## config.mk

```make
export PLATFORM = sky130hd
export DESIGN_NAME = four_mode_serial_port
export DESIGN_NICKNAME = d
export VERILOG_FILES = /design/src/serial_pkg.sv /design/src/four_mode_serial_port.sv
export SDC_FILE = /design/constraint.sdc
export NUM_CORES = 1
export LEC_CHECK = 0
export ABC_CLOCK_PERIOD_IN_PS = 4400
export BUFFER_PORTS_ARGS = -buffer_cell sky130_fd_sc_hd__buf_2
export CAP_MARGIN = 10
export CORE_ASPECT_RATIO = 1.4
export CORE_UTILIZATION = 40
export CTS_CLUSTER_DIAMETER = 200
export DETAILED_ROUTE_END_ITERATION = 10
export MAX_ROUTING_LAYER = met4
export SYNTH_ARGS = -nofsm -noshare
export SYNTH_HDL_FRONTEND = slang
export SYNTH_SLANG_ARGS = --single-unit
```

## constraint.sdc

```tcl
create_clock -name MCLK -period 4.4 [get_ports MCLK]
set_input_delay 0.66 -clock MCLK [delete_from_list [all_inputs] [get_ports MCLK]]
set_output_delay 0.66 -clock MCLK [all_outputs]
set_load 0.005 [all_outputs]
```

## src/serial_pkg.sv

```systemverilog
// Purpose: shared constants and types for the four-mode serial port
// Assumes: MCLK is the oscillator clock (200 MHz, 5 ns period)
// Notes:   register byte address is four times the register index
//
// Functional notes
// - two mode bits pick shift mode, 8-bit UART, 9-bit fixed, 9-bit variable.
// - mode 0 moves 8 bits LSB first on RXD, shift clock on TXD at osc/12.
// - mode 1 frame is start 0, eight data bits LSB first, stop 1.
// - mode 1 reception without filter puts received stop bit in rx_ninth_bit.
// - modes 2 and 3 send start, 8 data, tx_ninth_bit, stop; only baud differs.
// - modes 2 and 3 store ninth received bit, stop bit value ignored.
// - mode 2 bit rate is osc/64, or osc/32 when baud_double is set.
// - writing the serial buffer loads the transmitter and starts sending.
// - reading the serial buffer returns the separate receive register.
// - mode 0 receives when enabled and rx_done clear; else on start bit.
// - transmit and receive run together; a new frame is dropped while rx_done is set.
// - modes 1 and 3 use a baud tick at sixteen times the bit rate.
// - tx_done set after eighth bit in mode 0, at stop start otherwise.
// - rx_done set after eighth bit in mode 0, during stop otherwise.
// - both done flags form the interrupt request and stay readable.
// - modes 2 and 3 with filter set: no rx_done when ninth bit is 0.
// - mode 1 with filter set: no rx_done unless stop bit is 1.
// - the filter bit does nothing in mode 0.
// - receiver enable is software only; while clear no reception starts.
// - internal_baud_select gives modes 1 and 3 osc times 2^double / 2500.
// - otherwise modes 1 and 3 run at timer 1 overflows times 2^double / 32.
// - baud_double doubles modes 1 to 3 and leaves mode 0 alone.
// - async receiver samples states 7, 8, 9 of 16 and takes the majority.
// - a start bit not read as 0 rearms the receiver for a new edge.
// - final shift loads buffer only if rx_done clear and filter passes.
// - mode 0 shift clock low in states 3 to 5, high otherwise and idle.

package serial_pkg;

  // ****************************************************************
  // bus and register map
  // ****************************************************************
  localparam int          ADDR_W    = 12;
  localparam logic [9:0]  IDX_SCTRL = 10'h098;  // serial_control_reg
  localparam logic [9:0]  IDX_SERIAL_BUFFER  = 10'h099;  // serial_buffer_reg
  localparam logic [9:0]  IDX_PWR   = 10'h087;  // power_control_reg
  localparam logic [9:0]  IDX_CONV  = 10'h0d8;  // converter_control_reg
  localparam int          BAUD_DOUBLE_BIT  = 7;
  localparam int          INT_BAUD_SEL_BIT = 7;
  localparam logic [7:0]  SCTRL_RESET = 8'h00;
  localparam logic [7:0]  SERIAL_BUFFER_RESET  = 8'h00;
  localparam logic [1:0]  RESP_OKAY   = 2'h0;
  localparam logic [1:0]  RESP_SLVERR = 2'h2;

  // ****************************************************************
  // timing
  // ****************************************************************
  localparam int          OSC_PERIOD_NS = 5;
  localparam logic [3:0]  MC_LAST       = 4'hb;  // 12 clocks per machine cycle
  localparam logic [3:0]  SCLK_LOW_FIRST = 4'h4; // start of state 3
  localparam logic [3:0]  SCLK_LOW_LAST  = 4'h9; // end of state 5
  localparam logic [3:0]  M0_SAMPLE     = 4'h9;  // state 5 phase 2
  localparam logic [1:0]  FIX_SLOW_LAST = 2'h3;  // osc/4 tick = osc/64 bit
  localparam logic [11:0] GEN_DIVISOR   = 12'h9c4; // 2500
  localparam logic [11:0] GEN_STEP      = 12'h010; // 16 ticks per bit
  localparam logic [11:0] GEN_STEP_X2   = 12'h020;
  localparam logic [3:0]  DIV16_LAST    = 4'hf;
  localparam logic [3:0]  SAMPLE_A      = 4'h6;  // seventh state
  localparam logic [3:0]  SAMPLE_B      = 4'h7;  // eighth state
  localparam logic [3:0]  SAMPLE_C      = 4'h8;  // ninth state
  localparam logic [3:0]  BITS_M0       = 4'h8;
  localparam logic [3:0]  BITS_M1       = 4'ha;
  localparam logic [3:0]  BITS_M23      = 4'hb;
  localparam logic [3:0]  RX_FINAL_M1   = 4'h9;
  localparam logic [3:0]  RX_FINAL_M23  = 4'ha;

  // ****************************************************************
  // types
  // ****************************************************************
  typedef enum logic [1:0] {MODE_SHIFT, MODE_UART8, MODE_UART9_FIX, MODE_UART9_VAR} mode_e;
  typedef enum logic [1:0] {TX_IDLE, TX_WAIT, TX_RUN} tx_state_e;
  typedef enum logic [1:0] {RX_IDLE, RX_ASYNC, RX_SYNC} rx_state_e;

  typedef struct packed {
    logic mode_select_high;
    logic mode_select_low;
    logic multiproc_filter_enable;
    logic rx_enable;
    logic tx_ninth_bit;
    logic rx_ninth_bit;
    logic tx_done_flag;
    logic rx_done_flag;
  } serial_control_s;

endpackage : serial_pkg

```

## src/four_mode_serial_port.sv

```systemverilog
// Purpose: four-mode full-duplex serial port with AXI4-Lite registers
// Assumes: RXD_IN and TIMER1_OVF are synchronous to MCLK
// Notes:   TIMER1_OVF is a one-cycle overflow pulse from an outside timer
//
// Design decision made here: register access over AXI4-Lite.
`timescale 1ns/1ps

module four_mode_serial_port
  import serial_pkg::*;
(
  input  wire logic              MCLK,
  input  wire logic              RESET,
  input  wire logic [ADDR_W-1:0] S_AXI_AWADDR,
  input  wire logic              S_AXI_AWVALID,
  output logic                   S_AXI_AWREADY,
  input  wire logic [31:0]       S_AXI_WDATA,
  input  wire logic [3:0]        S_AXI_WSTRB,
  input  wire logic              S_AXI_WVALID,
  output logic                   S_AXI_WREADY,
  output logic [1:0]             S_AXI_BRESP,
  output logic                   S_AXI_BVALID,
  input  wire logic              S_AXI_BREADY,
  input  wire logic [ADDR_W-1:0] S_AXI_ARADDR,
  input  wire logic              S_AXI_ARVALID,
  output logic                   S_AXI_ARREADY,
  output logic [31:0]            S_AXI_RDATA,
  output logic [1:0]             S_AXI_RRESP,
  output logic                   S_AXI_RVALID,
  input  wire logic              S_AXI_RREADY,
  input  wire logic              TIMER1_OVF,
  input  wire logic              RXD_IN,
  output logic                   RXD_OUT,
  output logic                   RXD_OE,
  output logic                   TXD,
  output logic                   SERIAL_IRQ
);

  // ****************************************************************
  // declarations
  // ****************************************************************
  serial_control_s   sctrl_reg, sctrl_next;
  logic [7:0]        rx_buf_reg;
  logic              baud_double_reg, int_baud_reg;
  logic [ADDR_W-1:0] aw_addr_reg;
  logic [7:0]        w_data_reg;
  logic              w_strb_reg, aw_got_reg, w_got_reg;
  logic              awready_reg, wready_reg, bvalid_reg, arready_reg, rvalid_reg;
  logic [1:0]        bresp_reg, rresp_reg;
  logic [31:0]       rdata_reg;
  logic [11:0]       gen_acc_reg;
  logic              t1_half_reg;
  logic [1:0]        fix_cnt_reg;
  logic [3:0]        mc_cnt_reg;
  tx_state_e         tx_state_reg;
  logic [10:0]       tx_shift_reg;
  logic [3:0]        tx_cnt_reg, tx_div_reg;
  rx_state_e         rx_state_reg;
  logic [8:0]        rx_shift_reg;
  logic [3:0]        rx_cnt_reg, rx_div_reg;
  logic              rx_prev_reg, samp_a_reg, samp_b_reg, m0_samp_reg;
  logic              txd_reg, rxd_out_reg, rxd_oe_reg, irq_reg;

  // ****************************************************************
  // register bus decode
  // ****************************************************************
  // write takes effect once address and data are both held
  wire       wr_go     = aw_got_reg && w_got_reg && !bvalid_reg;
  wire [9:0] wr_idx    = aw_addr_reg[ADDR_W-1:2];
  wire       wr_en     = wr_go && w_strb_reg;
  wire       sctrl_wr  = wr_en && (wr_idx == IDX_SCTRL);
  wire       serial_buffer_wr   = wr_en && (wr_idx == IDX_SERIAL_BUFFER);
  wire       pwr_wr    = wr_en && (wr_idx == IDX_PWR);
  wire       conv_wr   = wr_en && (wr_idx == IDX_CONV);
  wire       wr_hit    = (wr_idx == IDX_SCTRL) || (wr_idx == IDX_SERIAL_BUFFER) ||
                         (wr_idx == IDX_PWR) || (wr_idx == IDX_CONV);
  wire [9:0] rd_idx    = S_AXI_ARADDR[ADDR_W-1:2];
  wire       rd_hit    = (rd_idx == IDX_SCTRL) || (rd_idx == IDX_SERIAL_BUFFER) ||
                         (rd_idx == IDX_PWR) || (rd_idx == IDX_CONV);
  // receive register, not the transmitter, answers the buffer address
  wire [7:0] rd_byte   = (rd_idx == IDX_SCTRL) ? sctrl_reg :
                         (rd_idx == IDX_SERIAL_BUFFER)  ? rx_buf_reg :
                         (rd_idx == IDX_PWR)   ? {baud_double_reg, 7'h00} :
                         (rd_idx == IDX_CONV)  ? {int_baud_reg, 7'h00} : 8'h00;

  // write channels: address and data accepted in either order
  always_ff @(posedge MCLK or posedge RESET) begin
    if (RESET) begin
      aw_got_reg  <= 1'b0;
      w_got_reg   <= 1'b0;
      awready_reg <= 1'b1;
      wready_reg  <= 1'b1;
      bvalid_reg  <= 1'b0;
      bresp_reg   <= RESP_OKAY;
      aw_addr_reg <= '0;
      w_data_reg  <= 8'h00;
      w_strb_reg  <= 1'b0;
    end else begin
      if (S_AXI_AWVALID && awready_reg) begin
        aw_addr_reg <= S_AXI_AWADDR;
        aw_got_reg  <= 1'b1;
        awready_reg <= 1'b0;
      end
      if (S_AXI_WVALID && wready_reg) begin
        w_data_reg <= S_AXI_WDATA[7:0];
        w_strb_reg <= S_AXI_WSTRB[0];
        w_got_reg  <= 1'b1;
        wready_reg <= 1'b0;
      end
      if (wr_go) begin
        aw_got_reg <= 1'b0;
        w_got_reg  <= 1'b0;
        bvalid_reg <= 1'b1;
        bresp_reg  <= wr_hit ? RESP_OKAY : RESP_SLVERR;
      end else if (bvalid_reg && S_AXI_BREADY) begin
        bvalid_reg  <= 1'b0;
        awready_reg <= 1'b1;
        wready_reg  <= 1'b1;
      end
    end
  end

  // read channel: one read at a time, data registered with the answer
  always_ff @(posedge MCLK or posedge RESET) begin
    if (RESET) begin
      arready_reg <= 1'b1;
      rvalid_reg  <= 1'b0;
      rdata_reg   <= 32'h0000_0000;
      rresp_reg   <= RESP_OKAY;
    end else if (S_AXI_ARVALID && arready_reg) begin
      arready_reg <= 1'b0;
      rvalid_reg  <= 1'b1;
      rdata_reg   <= {24'h00_0000, rd_byte};
      rresp_reg   <= rd_hit ? RESP_OKAY : RESP_SLVERR;
    end else if (rvalid_reg && S_AXI_RREADY) begin
      rvalid_reg  <= 1'b0;
      arready_reg <= 1'b1;
    end
  end

  // ****************************************************************
  // baud tick generation
  // ****************************************************************
  wire mode_e   mode      = mode_e'({sctrl_reg.mode_select_high, sctrl_reg.mode_select_low});
  wire          is_m0     = (mode == MODE_SHIFT);
  wire [11:0]   gen_sum   = gen_acc_reg + (baud_double_reg ? GEN_STEP_X2 : GEN_STEP);
  wire          gen_tick  = (gen_sum >= GEN_DIVISOR);
  wire          t1_tick   = TIMER1_OVF && (baud_double_reg || t1_half_reg);
  wire          fix_tick  = baud_double_reg ? fix_cnt_reg[0] :
                            (fix_cnt_reg == FIX_SLOW_LAST);
  // sixteen ticks per bit in every asynchronous mode
  wire          tick16    = (mode == MODE_UART9_FIX) ? fix_tick :
                            (int_baud_reg ? gen_tick : t1_tick);
  wire          mc_end    = (mc_cnt_reg == MC_LAST);
  wire          sclk_low  = (mc_cnt_reg >= SCLK_LOW_FIRST) && (mc_cnt_reg <= SCLK_LOW_LAST);

  // dividers: fractional 2500 divider, timer halving, fixed rate, machine cycle
  always_ff @(posedge MCLK or posedge RESET) begin
    if (RESET) begin
      gen_acc_reg <= 12'h000;
      t1_half_reg <= 1'b0;
      fix_cnt_reg <= 2'h0;
      mc_cnt_reg  <= 4'h0;
    end else begin
      gen_acc_reg <= gen_tick ? gen_sum - GEN_DIVISOR : gen_sum;
      if (TIMER1_OVF) t1_half_reg <= !t1_half_reg;
      fix_cnt_reg <= fix_cnt_reg + 2'h1;
      mc_cnt_reg  <= mc_end ? 4'h0 : mc_cnt_reg + 4'h1;
    end
  end

  // ****************************************************************
  // transmitter
  // ****************************************************************
  wire       tx_roll   = tick16 && (tx_div_reg == DIV16_LAST);
  wire       tx_step   = (tx_state_reg == TX_RUN) && (is_m0 ? mc_end : tx_roll);
  wire       tx_last   = (tx_cnt_reg == 4'h1);
  wire       ti_set    = tx_step && (is_m0 ? tx_last : (tx_cnt_reg == 4'h2));
  wire       ninth_tx  = (mode == MODE_UART8) ? 1'b1 : sctrl_reg.tx_ninth_bit;
  wire [3:0] tx_bits   = is_m0 ? BITS_M0 : ((mode == MODE_UART8) ? BITS_M1 : BITS_M23);
  wire       tx_go     = (tx_state_reg == TX_WAIT) && (is_m0 ? mc_end : tx_roll);

  // frame load on buffer write, then one bit per step, ones shifted in
  always_ff @(posedge MCLK or posedge RESET) begin
    if (RESET) begin
      tx_state_reg <= TX_IDLE;
      tx_shift_reg <= 11'h7ff;
      tx_cnt_reg   <= 4'h0;
      tx_div_reg   <= 4'h0;
    end else begin
      if (tick16) tx_div_reg <= tx_div_reg + 4'h1;
      if (serial_buffer_wr) begin
        tx_state_reg <= TX_WAIT;
        tx_cnt_reg   <= tx_bits;
        tx_shift_reg <= is_m0 ? {3'h0, w_data_reg}
                              : {1'b1, ninth_tx, w_data_reg, 1'b0};
      end else if (tx_go) begin
        tx_state_reg <= TX_RUN;
      end else if (tx_step) begin
        tx_shift_reg <= {1'b1, tx_shift_reg[10:1]};
        tx_cnt_reg   <= tx_cnt_reg - 4'h1;
        if (tx_last) tx_state_reg <= TX_IDLE;
      end
    end
  end

  // ****************************************************************
  // receiver
  // ****************************************************************
  wire       rx_maj    = (samp_a_reg & samp_b_reg) | (samp_a_reg & RXD_IN) |
                         (samp_b_reg & RXD_IN);
  wire       rx_evt    = tick16 && (rx_state_reg == RX_ASYNC) && (rx_div_reg == SAMPLE_C);
  wire [3:0] rx_final  = (mode == MODE_UART8) ? RX_FINAL_M1 : RX_FINAL_M23;
  wire       start_bad = rx_evt && (rx_cnt_reg == 4'h0) && rx_maj;
  wire       async_fin = rx_evt && (rx_cnt_reg == rx_final);
  wire       sync_fin  = (rx_state_reg == RX_SYNC) && mc_end && (rx_cnt_reg == 4'h1);
  wire       async_go  = tick16 && sctrl_reg.rx_enable && rx_prev_reg && !RXD_IN &&
                         !is_m0 && (rx_state_reg == RX_IDLE);
  wire       sync_go   = is_m0 && mc_end && sctrl_reg.rx_enable &&
                         !sctrl_reg.rx_done_flag && (rx_state_reg == RX_IDLE);
  // filter never applies in mode 0
  wire       rx_pass   = is_m0 || !sctrl_reg.multiproc_filter_enable ||
                         ((mode == MODE_UART8) ? rx_maj : rx_shift_reg[8]);
  wire       rx_load   = (async_fin || sync_fin) && !sctrl_reg.rx_done_flag && rx_pass;
  wire [7:0] rx_data   = sync_fin ? {m0_samp_reg, rx_shift_reg[8:2]} :
                         ((mode == MODE_UART8) ? rx_shift_reg[8:1] : rx_shift_reg[7:0]);
  wire       rx_ninth  = (mode == MODE_UART8) ? rx_maj : rx_shift_reg[8];

  // bit sampling, shifting and frame end for both receive styles
  always_ff @(posedge MCLK or posedge RESET) begin
    if (RESET) begin
      rx_state_reg <= RX_IDLE;
      rx_shift_reg <= 9'h1ff;
      rx_cnt_reg   <= 4'h0;
      rx_div_reg   <= 4'h0;
      rx_prev_reg  <= 1'b1;
      samp_a_reg   <= 1'b1;
      samp_b_reg   <= 1'b1;
      m0_samp_reg  <= 1'b1;
    end else begin
      if (tick16) rx_prev_reg <= RXD_IN;
      if (tick16) rx_div_reg <= async_go ? 4'h0 : rx_div_reg + 4'h1;
      if (tick16 && rx_div_reg == SAMPLE_A) samp_a_reg <= RXD_IN;
      if (tick16 && rx_div_reg == SAMPLE_B) samp_b_reg <= RXD_IN;
      if (mc_cnt_reg == M0_SAMPLE) m0_samp_reg <= RXD_IN;
      if (async_go) begin
        rx_state_reg <= RX_ASYNC;
        rx_cnt_reg   <= 4'h0;
      end else if (sync_go) begin
        rx_state_reg <= RX_SYNC;
        rx_cnt_reg   <= BITS_M0;
      end else if (start_bad || async_fin || sync_fin) begin
        rx_state_reg <= RX_IDLE;
      end else if (rx_evt) begin
        if (rx_cnt_reg != 4'h0) rx_shift_reg <= {rx_maj, rx_shift_reg[8:1]};
        rx_cnt_reg <= rx_cnt_reg + 4'h1;
      end else if (rx_state_reg == RX_SYNC && mc_end) begin
        rx_shift_reg <= {m0_samp_reg, rx_shift_reg[8:1]};
        rx_cnt_reg   <= rx_cnt_reg - 4'h1;
      end
    end
  end

  // ****************************************************************
  // control register and receive buffer
  // ****************************************************************
  // hardware sets are applied after the software write so they win
  always_comb begin
    sctrl_next = sctrl_reg;
    if (sctrl_wr) sctrl_next = serial_control_s'(w_data_reg);
    if (ti_set) sctrl_next.tx_done_flag = 1'b1;
    if (rx_load) begin
      sctrl_next.rx_done_flag = 1'b1;
      if (!is_m0) sctrl_next.rx_ninth_bit = rx_ninth;
    end
  end

  always_ff @(posedge MCLK or posedge RESET) begin
    if (RESET) begin
      sctrl_reg       <= serial_control_s'(SCTRL_RESET);
      rx_buf_reg      <= SERIAL_BUFFER_RESET;
      baud_double_reg <= 1'b0;
      int_baud_reg    <= 1'b0;
    end else begin
      sctrl_reg <= sctrl_next;
      if (rx_load) rx_buf_reg <= rx_data;
      if (pwr_wr) baud_double_reg <= w_data_reg[BAUD_DOUBLE_BIT];
      if (conv_wr) int_baud_reg <= w_data_reg[INT_BAUD_SEL_BIT];
    end
  end

  // ****************************************************************
  // pin and output registers
  // ****************************************************************
  wire tx_run    = (tx_state_reg == TX_RUN);
  wire m0_active = tx_run || (rx_state_reg == RX_SYNC);
  wire txd_next  = is_m0 ? !(m0_active && sclk_low)
                         : (tx_run ? tx_shift_reg[0] : 1'b1);
  wire irq_next  = sctrl_next.tx_done_flag || sctrl_next.rx_done_flag;

  always_ff @(posedge MCLK or posedge RESET) begin
    if (RESET) begin
      txd_reg     <= 1'b1;
      rxd_out_reg <= 1'b1;
      rxd_oe_reg  <= 1'b0;
      irq_reg     <= 1'b0;
    end else begin
      txd_reg     <= txd_next;
      rxd_out_reg <= tx_shift_reg[0];
      rxd_oe_reg  <= is_m0 && tx_run;
      irq_reg     <= irq_next;
    end
  end

  assign S_AXI_AWREADY = awready_reg;
  assign S_AXI_WREADY  = wready_reg;
  assign S_AXI_BVALID  = bvalid_reg;
  assign S_AXI_BRESP   = bresp_reg;
  assign S_AXI_ARREADY = arready_reg;
  assign S_AXI_RVALID  = rvalid_reg;
  assign S_AXI_RDATA   = rdata_reg;
  assign S_AXI_RRESP   = rresp_reg;
  assign TXD           = txd_reg;
  assign RXD_OUT       = rxd_out_reg;
  assign RXD_OE        = rxd_oe_reg;
  assign SERIAL_IRQ    = irq_reg;
endmodule : four_mode_serial_port

```

After elaboration in Yosys (flattened, before gate mapping):

Index checks and enable logic that the tools add are counted.

* add/sub/neg operators: 9
* order comparisons: 3
* equal/unequal tests: 28
* multiplexer cells: 67
* bitwise gates (word level): 8
* reduce and logical (&&, ||, !) cells: 79

Operator list (number)
* 10-bit by 8-bit == test with 1-bit output, second input constant: 8
* 8-bit 2-to-1 mux: 6
* 11-bit 2-to-1 mux: 4
* 1-bit logical AND: 40
* 4-bit 2-to-1 mux: 10
* 1-bit 2-to-1 mux: 30
* 9-bit 2-to-1 mux: 3
* 2-bit 2-to-1 mux: 11
* 4-bit by 1-bit adder with 4-bit output, second input constant: 4
* 4-bit == test, second input constant: 4
* 1-bit logical OR: 14
* 12-bit by 6-bit adder with 12-bit output: 1
* 12-bit >= comparator, second input constant: 1
* 12-bit 2-to-1 mux: 1
* 2-bit nonzero test: 6
* 12-bit subtractor, second input constant: 1
* 3-bit nonzero test: 3
* 2-bit == test, second input constant: 4
* 4-bit by 1-bit == test with 1-bit output, second input constant: 2
* 4-bit by 3-bit == test with 1-bit output, second input constant: 2
* 4-bit nonzero test: 2
* 4-bit by 1-bit subtractor with 4-bit output, second input constant: 2
* 1-bit logical NOT: 7
* 2-bit by 1-bit == test with 1-bit output, second input constant: 3
* 17 further kinds: 25

* register bits after elaboration: 125
* input bits: 69
* output and inout port bits: 45
* word-level logic and storage cells: 238

Logic depth before layout (Yosys ltp):

Gate-level depths: netlist of run 1.

* word-level depth: 14
* mapped depth: 14

Least setup slack after synthesis of run 1:

Ideal clock, no wire load.

* path type: reg2reg
* start: reg baud_double_reg
* end: reg rx_buf_reg[0]
* setup time: 0.125 ns
* arrival time: 3.081 ns
* data required time: 4.275 ns
* slack: 1.194 ns
* stages on the path, launching flop included: 13
* buffers on the path: 2
* clock period less this slack: 3.206 ns
* cells stage by stage: dfrtp_1 inv_1 ha_1 fa_1 and2_1 a211oi_1 o21ba_1 buf_6 o31ai_4 nor3b_2 o21ai_2 buf_6 mux2_4

* word-level cells in the longest chain between the ends: 11
* elaborated cells between the ends (all ways): 14
* those cells by class: add/sub (1); order compare (1); mux (4); reduce/logical (8)

Ends and longest elaborated chain
* start: declaration: RTL line four_mode_serial_port.sv:43 `logic baud_double_reg, int_baud_reg;`
* start signal: assignment: RTL line four_mode_serial_port.sv:286 `if (pwr_wr) baud_double_reg <= w_data_reg[BAUD_DOUBLE_BIT];`
* 6-bit 2-to-1 mux: RTL line four_mode_serial_port.sv:145 `wire [11:0] gen_sum = gen_acc_reg + (baud_double_reg ? GEN_STEP_X2 : GEN_STEP);`
* 12-bit by 6-bit adder with 12-bit output: RTL line four_mode_serial_port.sv:145
* 12-bit >= comparator: RTL line four_mode_serial_port.sv:146 `wire gen_tick = (gen_sum >= GEN_DIVISOR);`
* 1-bit 2-to-1 mux: RTL line four_mode_serial_port.sv:152 `(int_baud_reg ? gen_tick : t1_tick);`
* 1-bit 2-to-1 mux (*): RTL line four_mode_serial_port.sv:151 `wire tick16 = (mode == MODE_UART9_FIX) ? fix_tick :`
* 1-bit logical AND (*) (2 in series): RTL line four_mode_serial_port.sv:211 `wire rx_evt = tick16 && (rx_state_reg == RX_ASYNC) && (rx_div_reg == SAMPLE_C);`
* 1-bit logical AND (*): RTL line four_mode_serial_port.sv:214 `wire async_fin = rx_evt && (rx_cnt_reg == rx_final);`
* 1-bit logical OR (*): RTL line four_mode_serial_port.sv:223 `wire rx_load = (async_fin || sync_fin) && !sctrl_reg.rx_done_flag && rx_pass;`
* 1-bit logical AND (*) (2 in series): RTL line four_mode_serial_port.sv:223
* end signal: assignment: RTL line four_mode_serial_port.sv:285 `if (rx_load) rx_buf_reg <= rx_data;`
* end: declaration: RTL line four_mode_serial_port.sv:42 `logic [7:0] rx_buf_reg;`

Every way passes the cells marked *; elsewhere a longest branch is shown, timed or not.
A chain may end at the register's enable or synchronous reset.

Worst setup path after layout of run 1:

* start: reg baud_double_reg
* end: reg rx_buf_reg[2]

The elaborated chain is that of the path after synthesis.

==> impl_metrics.tcl, run 1 <==
set metrics [dict create \
    largest_register_ffs 11 \
    start_util_pct 41.3 \
    drive_above_1_share_pct 28.2 \
    worstSetupEndpointType "flip-flop" \
    dp_hpwl_um 9970 \
    htree_levels 4 \
    fin_nets 749 \
    dpl_worst_slack_ns 0.627 \
    cts_hold_buf 0 \
    hold_violations 0 \
    r2r_cells 10 \
    netlist_top_cells_area "dfrtp_1, dfstp_2, mux2_2, nand2_1, ha_1" \
    peakVddDrop_mv 0.209 \
    firstDrtPassIters 4 \
    outcome "finished clean" \
    yosys.area.top_type_share_pct 35.9 \
    path_max_fanout 9 \
    ys_types 70 \
    critical-path-slowest-cell "dfrtp_1" \
    tightestPinTransition_ns 1.06 \
    max_freq_mhz 268 \
    die_w_um 108 \
    cts_buffer_depth 2 \
    grt_max_degree 79 \
    clock_skew_ns 0.0113 \
    antenna_cells 0 \
    synth-seq-cells 119 \
    setup_viol 0 \
    path_cells "inv_1 -> ha_1 -> fa_1 -> and2_1 -> a211oi_1 -> o21ba_1 -> o31ai_4 -> nor3b_2 -> o21ai_2 -> mux2_4" \
    dp.cells 833 \
    cts_resized 0 \
    synth_edf_count 0 \
    required_ns 4.69 \
    yosysMostFrequentCell "dfrtp_1" \
    die_h_um 150 \
    dieArea_um2 16200 \
    yosysWarnings 0 \
    period_minus_slack_ns 3.74 \
    insertion_delay_ns 0.42 \
    synthFlopType "dfrtp_1" \
    fin_hold_ws_ns 0.394 \
    antenna_found_initial 0 \
    cts.sinks 119 \
    instances_no_fill 865 \
    hold_depth 0 \
    critPathKind "flip-flop to flip-flop" \
    hold_path_class "flip-flop to flip-flop" \
    gr-usage-all-layers_pct 18.5 \
    relSlewSlack_pct 28.8 \
    rsz0062_at_grt "no" \
    drc_errors 0 \
    grt_pass1_wl_um 22400 \
    io_pins 114 \
    synth_area_um2 6270 \
    cts_buffers 17 \
    yosysTopAreaCell "dfrtp_1" \
    fin_tns_setup_ns 0 \
    avgSynthCellArea_um2 10.6 \
    routed_wl_um 13600 \
    ant_nets 0 \
    io_buffers 56 \
    critPathArrivalTime_ns 4.03 \
    cp-start-kind "flip-flop" \
    grt_pass1_vias 4530 \
    fin_crit_sh_pct 84.9 \
    cap_viol_max_count 0 \
    cpPeakStageDelay_ns 0.60 \
    core.rowCount 53 \
    wl_per_cell_um 15.7 \
    drt_iter0_drc 193 \
    root_buffer "clkbuf_16" \
    place_congestion 0.808 \
    async_flop_share_pct 100 \
    coreArea_um2 15200 \
    gr-total-overflow 0 \
    leakage_nw 3.23 \
    cts.clk_slew.worst_paths_ns 0.06 \
    slew_viol_final 0 \
    fin_ws_ns 0.663 \
    vias 4537 \
    synth_sequential_area_ratio_pct 48.1 \
    via_per_inst 5.25 \
    synthTopCellsByCount "dfrtp_1, nand2_1, mux2_2" \
    synthCells 594 \
    cts_tree "yes" \
    power_density_nw_per_um2 529 \
    areaGrowthSynthToFinish_pct 16.1 \
    cts_setup_buffers 0 \
]
[per-stage QoR]
stage	power, mW	utilization, %	cell area [um^2]
6_report	3.85	47.9	7280
5_1_grt	4.07	47.9	7280
4_1_cts	3.88	47.9	7280
3_5_place_dp	2.45	44.0	6680
3_3_place_gp	2.40	44.0	6680
2_1_floorplan	2.22	-	6360
[critical path, delay by kind of cell (launching register included)]
| kind | cells | cell delay [ns] |
|---|---|---|
| AO/OA/AOI/OAI | 4 | 1.28 |
| adder cells (fa/ha/maj) | 2 | 0.74 |
| buffers and inverters | 1 | 0.13 |
| flip-flops | 1 | 0.60 |
| multiplexers | 1 | 0.34 |
| AND/OR/NAND/NOR | 2 | 0.53 |
[cell type report]
class | instances | area (um^2)
fill | 1425 | 7910
sequential | 119 | 3010
multi-input combinational | 431 | 2970
clock buffer | 18 | 439
timing repair buffer | 65 | 348
tap | 192 | 240
clock inverter | 14 | 164
inverter | 26 | 100
[worst paths after layout]
kind | startpoint | to | slack [ns]
max in group asynchronous | RESET | tx_shift_reg[1] | 3.03
min | tx_shift_reg[0] | RXD_OUT | 0.39
max | baud_double_reg | rx_buf_reg[2] | 0.66
min in group asynchronous | RESET | S_AXI_RVALID | 0.45
max reg2reg | baud_double_reg | rx_buf_reg[2] | 0.66
min reg2reg | tx_shift_reg[0] | RXD_OUT | 0.39
[cell families after synthesis]
kind of cell / share of synthesized area, %
compound gates: 12.7
simple gates: 13.7
other cells: 0.0598
flops: 48.1
mux: 12.2
buf+inv: 5.99
xor+xnor: 3.07
fa+ha+maj: 4.27
[metal layers]
layer	track usage (%)	share of wire [%]	wire length, um	vias to the layer above
li1	-	-	-	2175
met1	21.6	41	5590	2258
met2	31.8	55	7480	87
met3	3.68	2.8	380	17
met4	6.03	1.2	163	0
met5	-	0	0	-
[placed cells by master (no fill, tap or decap), types with 4 or more instances in the layout]
cell       Yosys  final
conb_1         1     26
nand2_1       65     65
o21ai_0       36     36
nor3_1         7      7
nand3_1       10     10
nor2b_1        5      5
mux2_4         7      7
nor2_1        37     37
buf_4         26      9
ha_1          19     19
dfstp_2       29     29
or2_2          5      5
xor2_1         5      5
mux2i_1       23     23
inv_1         26     25
mux2_2        38     38
buf_2          3     56
a211oi_1       4      4
xnor2_1       17     17
a22oi_1       14     14
clkbuf_16      0     17
nand2b_1       7      7
a21oi_1       34     34
dfrtp_1       90     90
nand4_1        6      6
inv_6          0      5
nor4_1         4      4
[power by group]
part / leakage, nW / internal, mW / switching [mW]
clock: 0.286 / 0.863 / 0.549
combinational: 1.52 / 0.395 / 0.426
sequential: 1.42 / 1.36 / 0.250
total: 3.23 / 2.62 / 1.22
(Power assumes the default switching activity.)
==> run 2: changes to the inputs <==
--- a/config.mk
+++ b/config.mk
@@ -5,7 +5,7 @@
 export SDC_FILE = /design/constraint.sdc
 export NUM_CORES = 1
 export LEC_CHECK = 0
-export ABC_CLOCK_PERIOD_IN_PS = 4400
+export ABC_CLOCK_PERIOD_IN_PS = 3800
 export BUFFER_PORTS_ARGS = -buffer_cell sky130_fd_sc_hd__buf_2
 export CAP_MARGIN = 10
 export CORE_ASPECT_RATIO = 1.4
==> constraint.sdc (replaced) <==
create_clock -name MCLK -period 3.8 [get_ports MCLK]
set_input_delay 0.57 -clock MCLK [delete_from_list [all_inputs] [get_ports MCLK]]
set_output_delay 0.57 -clock MCLK [all_outputs]
set_load 0.005 [all_outputs]
==> run 2 against run 1 <==
Flip-flop and latch count did not move. Non-clock buffer count rose by 1. Combinational power rose by 16%. Final area rose by 0.57%. Fmax rose by 6.0%. Critical path depth rose by 1. Via count fell by 1.4%. Setup slack got worse by 0.39 ns. Critical endpoint is now rx_buf_reg[6]. Die area did not move.
==> impl_metrics.tcl, run 2 (same netlist as run 1, synthesis figures left out) <==
set metrics [dict create \
    outcome "finished clean" \
    coreArea_um2 15200 \
    fin_total_pwr_mw 4.49 \
    clkPwrFrac_pct 37.2 \
    worstSetupEndpointType "flip-flop" \
    leakage_nw 3.26 \
    rsz0062_at_grt "no" \
    worstReg2RegStart "baud_double_reg" \
    cts_setup_buffers 0 \
    insertion_delay_ns 0.41 \
    path_max_fanout 11 \
    grt_pass1_wl_um 22600 \
    vias 4473 \
    grt_max_degree 74 \
    cap_viol_max_count 0 \
    drive_above_1_share_pct 28.5 \
    grt_pass1_vias 4702 \
    dp_hpwl_um 9920 \
    combPwrFrac_pct 21.3 \
    dpl-instance-area_um2 6700 \
    min_from "S_AXI_ARVALID" \
    core.rowCount 53 \
    ant_nets 0 \
    areaGrowthSynthToFinish_pct 16.8 \
    hold_path_class "primary input to flip-flop" \
    gr-usage-all-layers_pct 18.7 \
    fin_hold_ws_ns 0.315 \
    seq_power_share_pct 41.5 \
    slew_viol_final 0 \
    cts_buffers 17 \
    cpPeakStageDelay_ns 0.53 \
    fin_nets 750 \
    critical-path-slowest-cell "o21ai_2" \
    path_buf_inv 1 \
    htree_levels 4 \
    multi_input_area_um2 2980 \
    path_cells "inv_1 -> ha_1 -> fa_1 -> and2_1 -> nor4_1 -> a211oi_1 -> o21ba_1 -> o31ai_4 -> nor3b_2 -> o21ai_2 -> mux2_2" \
    drc_errors 0 \
    antenna_cells 0 \
    cts_tree "yes" \
    switching_share_pct 30.7 \
    period_minus_slack_ns 3.52 \
    firstDrtPassIters 4 \
    wl_per_cell_um 15.5 \
    relSlewSlack_pct 39.1 \
    tightestPinTransition_ns 0.913 \
    fin_tns_setup_ns 0 \
    utilization_pct 48.2 \
    place_congestion 0.823 \
    r2r_slack_ns 0.28 \
    cts_resized 0 \
    dpl_worst_slack_ns 0.226 \
    peakVddDrop_mv 0.274 \
    seq_area_um2 3010 \
    cts.clk_slew.worst_paths_ns 0.06 \
    largest_register_ffs 11 \
    cp-start-kind "flip-flop" \
    fin_ws_ns 0.276 \
    cts.sinks 119 \
    die_w_um 108 \
    start_util_pct 41.3 \
    critPathKind "flip-flop to flip-flop" \
    whs_endpoint "S_AXI_ARREADY" \
    nFillCells 1429 \
    hold_depth 2 \
    io_buffers 56 \
    gr-total-overflow 0 \
    r2r-end "rx_buf_reg[6]" \
    drt_iter0_drc 268 \
    routed_wl_um 13500 \
    p_sw_mw 1.38 \
    max_freq_mhz 284 \
    hold_violations 0 \
    dieArea_um2 16200 \
    final_cell_mix "dfrtp_1, nand2_1, buf_2" \
    clock_skew_ns 0.0126 \
    r2r_cells 11 \
    fin_crit_sh_pct 92.7 \
    setup_viol 0 \
    postLayoutCellArea_um2 7320 \
    instances_no_fill 866 \
    crit_family "compound AO/OA/AOI/OAI gates" \
    layout.cells.most_common "dfrtp_1" \
    antenna_found_initial 0 \
    cts_buffer_depth 2 \
    via_per_inst 5.17 \
    p_int_mw 3.11 \
    io_pins 114 \
    power_density_nw_per_um2 614 \
    dp.cells 834 \
    die_h_um 150 \
    required_ns 4.10 \
    critPathArrivalTime_ns 3.82 \
    cts_hold_buf 0 \
    root_buffer "clkbuf_16" \
]
-- run 2: power groups by stage --
stage	sequential, mW	clock, mW	combinational (mW)
after floorplan	1.79	0	0.780
after global placement	1.86	0	0.912
after detailed placement	1.88	0	0.954
after CTS	1.86	1.70	0.968
after global routing	1.91	1.76	1.09
final	1.87	1.67	0.956
-- run 2: worst max path at each step --
stage,cells past startpoint,endpoint,slack (ns),start
2_1_floorplan,1,RXD_OE,0.12,RESET
3_3_place_gp,10,rx_buf_reg[3],0.25,baud_double_reg
3_5_place_dp,10,rx_buf_reg[7],0.23,baud_double_reg
4_1_cts,10,rx_buf_reg[7],0.18,baud_double_reg
5_1_grt,11,rx_buf_reg[6],0.04,baud_double_reg
6_report,11,rx_buf_reg[6],0.28,baud_double_reg
-- run 2: routing by layer --
layer	wire length, um	up-vias	part of all wire [%]	track usage (%)
met5	0	-	0	-
met4	236	0	1.8	7.19
met3	270	18	2.0	3.64
met2	7530	64	56	32.8
met1	5420	2208	40	20.8
li1	-	2183	-	-
-- run 2: area by class of cell --
| class | count | area share [%] |
|---|---|---|
| inverters | 26 | 1.37 |
| flip-flops and latches | 119 | 41.2 |
| clock buffers | 19 | 6.19 |
| repair buffers | 66 | 5.03 |
| well taps | 192 | 3.28 |
| multi-input cells | 431 | 40.7 |
| clock inverters | 13 | 2.29 |
==> run 3: changes to the inputs <==
--- a/config.mk
+++ b/config.mk
@@ -13,6 +13,7 @@
 export CTS_CLUSTER_DIAMETER = 200
 export DETAILED_ROUTE_END_ITERATION = 10
 export MAX_ROUTING_LAYER = met4
+export RECOVER_POWER = 100
 export SYNTH_ARGS = -nofsm -noshare
 export SYNTH_HDL_FRONTEND = slang
 export SYNTH_SLANG_ARGS = --single-unit
==> run 3 against run 2 <==
Die area unchanged. Critical endpoint is now tx_cnt_reg[3]. Clock power is essentially flat. Worst hold slack better by 0.0074 ns. Fmax increased by 0.48%. The flow now finishes with violations (capacitance limit, slew limit).
==> impl_metrics.tcl, run 3 (same netlist as run 1, synthesis figures left out) <==
set metrics [dict create \
    power_density_nw_per_um2 617 \
    vias 4474 \
    fin_crit_sh_pct 92.3 \
    layout.cells.most_common "dfrtp_1" \
    fin_nets 750 \
    place_congestion 0.823 \
    io_pins 114 \
    hold_violations 0 \
    peakVddDrop_mv 0.272 \
    antenna_cells 0 \
    via_per_inst 5.17 \
    cts_buffers 17 \
    firstDrtPassIters 4 \
    worstSetupEndpointType "flip-flop" \
    grt_pass1_vias 4702 \
    wl_per_cell_um 15.5 \
    drc_errors 0 \
    cts.clk_slew.worst_paths_ns 0.06 \
    seq_area_um2 3010 \
    cts_setup_buffers 0 \
    grt_max_degree 74 \
    ant_nets 0 \
    gr-total-overflow 0 \
    setup_viol 0 \
    multi_input_area_um2 2940 \
    die_w_um 108 \
    hold_path_class "primary input to flip-flop" \
    fin_ws_ns 0.293 \
    largest_register_ffs 11 \
    tightestPinTransition_ns 2.72 \
    dp_hpwl_um 9920 \
    drt_iter0_drc 258 \
    areaGrowthSynthToFinish_pct 15.6 \
    violations "capacitance limit, slew limit" \
    cts_buffer_depth 2 \
    instances_no_fill 866 \
    critPathArrivalTime_ns 3.83 \
    cts_hold_buf 0 \
    leakage_nw 3.19 \
    path_max_fanout 14 \
    insertion_delay_ns 0.41 \
    routed_wl_um 13500 \
    start_util_pct 41.3 \
    gr-usage-all-layers_pct 18.7 \
    coreArea_um2 15200 \
    core.rowCount 53 \
    cap_viol_max_count 1 \
    htree_levels 4 \
    grt_pass1_wl_um 22600 \
    utilization_pct 47.7 \
    rsz0062_at_grt "no" \
    fin_tns_setup_ns 0 \
    max_freq_mhz 285 \
    dp.cells 834 \
    cp-start-kind "flip-flop" \
    io_buffers 56 \
    root_buffer "clkbuf_16" \
    final_cell_mix "dfrtp_1, nand2_1, buf_2" \
    outcome "finished with violations" \
    critPathKind "flip-flop to flip-flop" \
    cts.sinks 119 \
    dieArea_um2 16200 \
    dpl_worst_slack_ns 0.226 \
    period_minus_slack_ns 3.51 \
    slew_viol_final 74 \
    antenna_found_initial 0 \
    cts_tree "yes" \
    drive_above_1_share_pct 24.5 \
    nFillCells 1449 \
    clock_skew_ns 0.0123 \
    die_h_um 150 \
    relSlewSlack_pct -81.6 \
    required_ns 4.12 \
]
-- run 3: cell types whose count changed in the layout (fill, tap and decap cells not counted), sizes merged --
cell,before,now
buf,66,53
clkbuf,19,32
-- run 3: what timing repair did --
| action | in CTS | in global routing |
|---|---|---|
| setup endpoints to repair | 0 | 8 |
| hold endpoints to repair | 0 | 0 |
| resized for setup | 0 | 1 |
-- run 3: path summary, 6_finish.rpt --
check	endpoint	start	cells after the start	slack (ns)
worst max-delay path	tx_cnt_reg[3]	baud_double_reg	12	0.29
worst min-delay path	S_AXI_ARREADY	S_AXI_ARVALID	2	0.32
worst min register to register	RXD_OUT	tx_shift_reg[0]	0	0.43
min in group asynchronous	S_AXI_RVALID	RESET	2	1.12
max in group asynchronous	fix_cnt_reg[0]	RESET	3	0.71
worst max register to register	tx_cnt_reg[3]	baud_double_reg	12	0.29
-- run 3: worst max-delay path: stages, from the launching register on --
cell and delay [ns]:
dfrtp_1 0.43, inv_1 0.10, ha_1 0.25, fa_1 0.48
and2_1 0.21, nor4_1 0.23, a211oi_1 0.10, o21ba_1 0.32
clkbuf_1 0.29, nor3_1 0.14, or2_1 0.44, and3_1 0.26
o21ai_0 0.16
-- run 3: per-stage QoR --
| stage | cell area [um^2] | hold slack, ns | total power, mW |
|---|---|---|---|
| 3_3_place_gp | 6700 | 0.391 | 2.78 |
| 4_1_cts | 7320 | 0.299 | 4.54 |
| 5_1_grt | 7250 | 0.319 | 4.74 |
| 6_report | 7250 | 0.322 | 4.47 |
| 3_5_place_dp | 6700 | 0.394 | 2.84 |
| 2_1_floorplan | 6360 | 0.361 | 2.57 |
-- run 3: where the power goes --
part / internal (mW) / switching, mW
registers: 1.58 / 0.286
logic: 0.448 / 0.493
clock network: 1.07 / 0.596
total: 3.10 / 1.38
-- run 3: final cells by class --
cell class,instances,area share (%)
clock buffer,19,6.25
clock inverter,13,2.31
inverter,26,1.35
multi-input combinational,431,40.6
sequential,119,41.6
tap,192,3.31
timing repair buffer,66,4.61
-- run 3: layer usage --
layer | global-route usage (%) | vias to the layer above | share of wire, %
li1 | - | 2181 | -
met1 | 20.8 | 2209 | 40
met2 | 32.8 | 67 | 56
met3 | 3.64 | 17 | 1.9
met4 | 7.19 | 0 | 1.6
met5 | - | - | 0
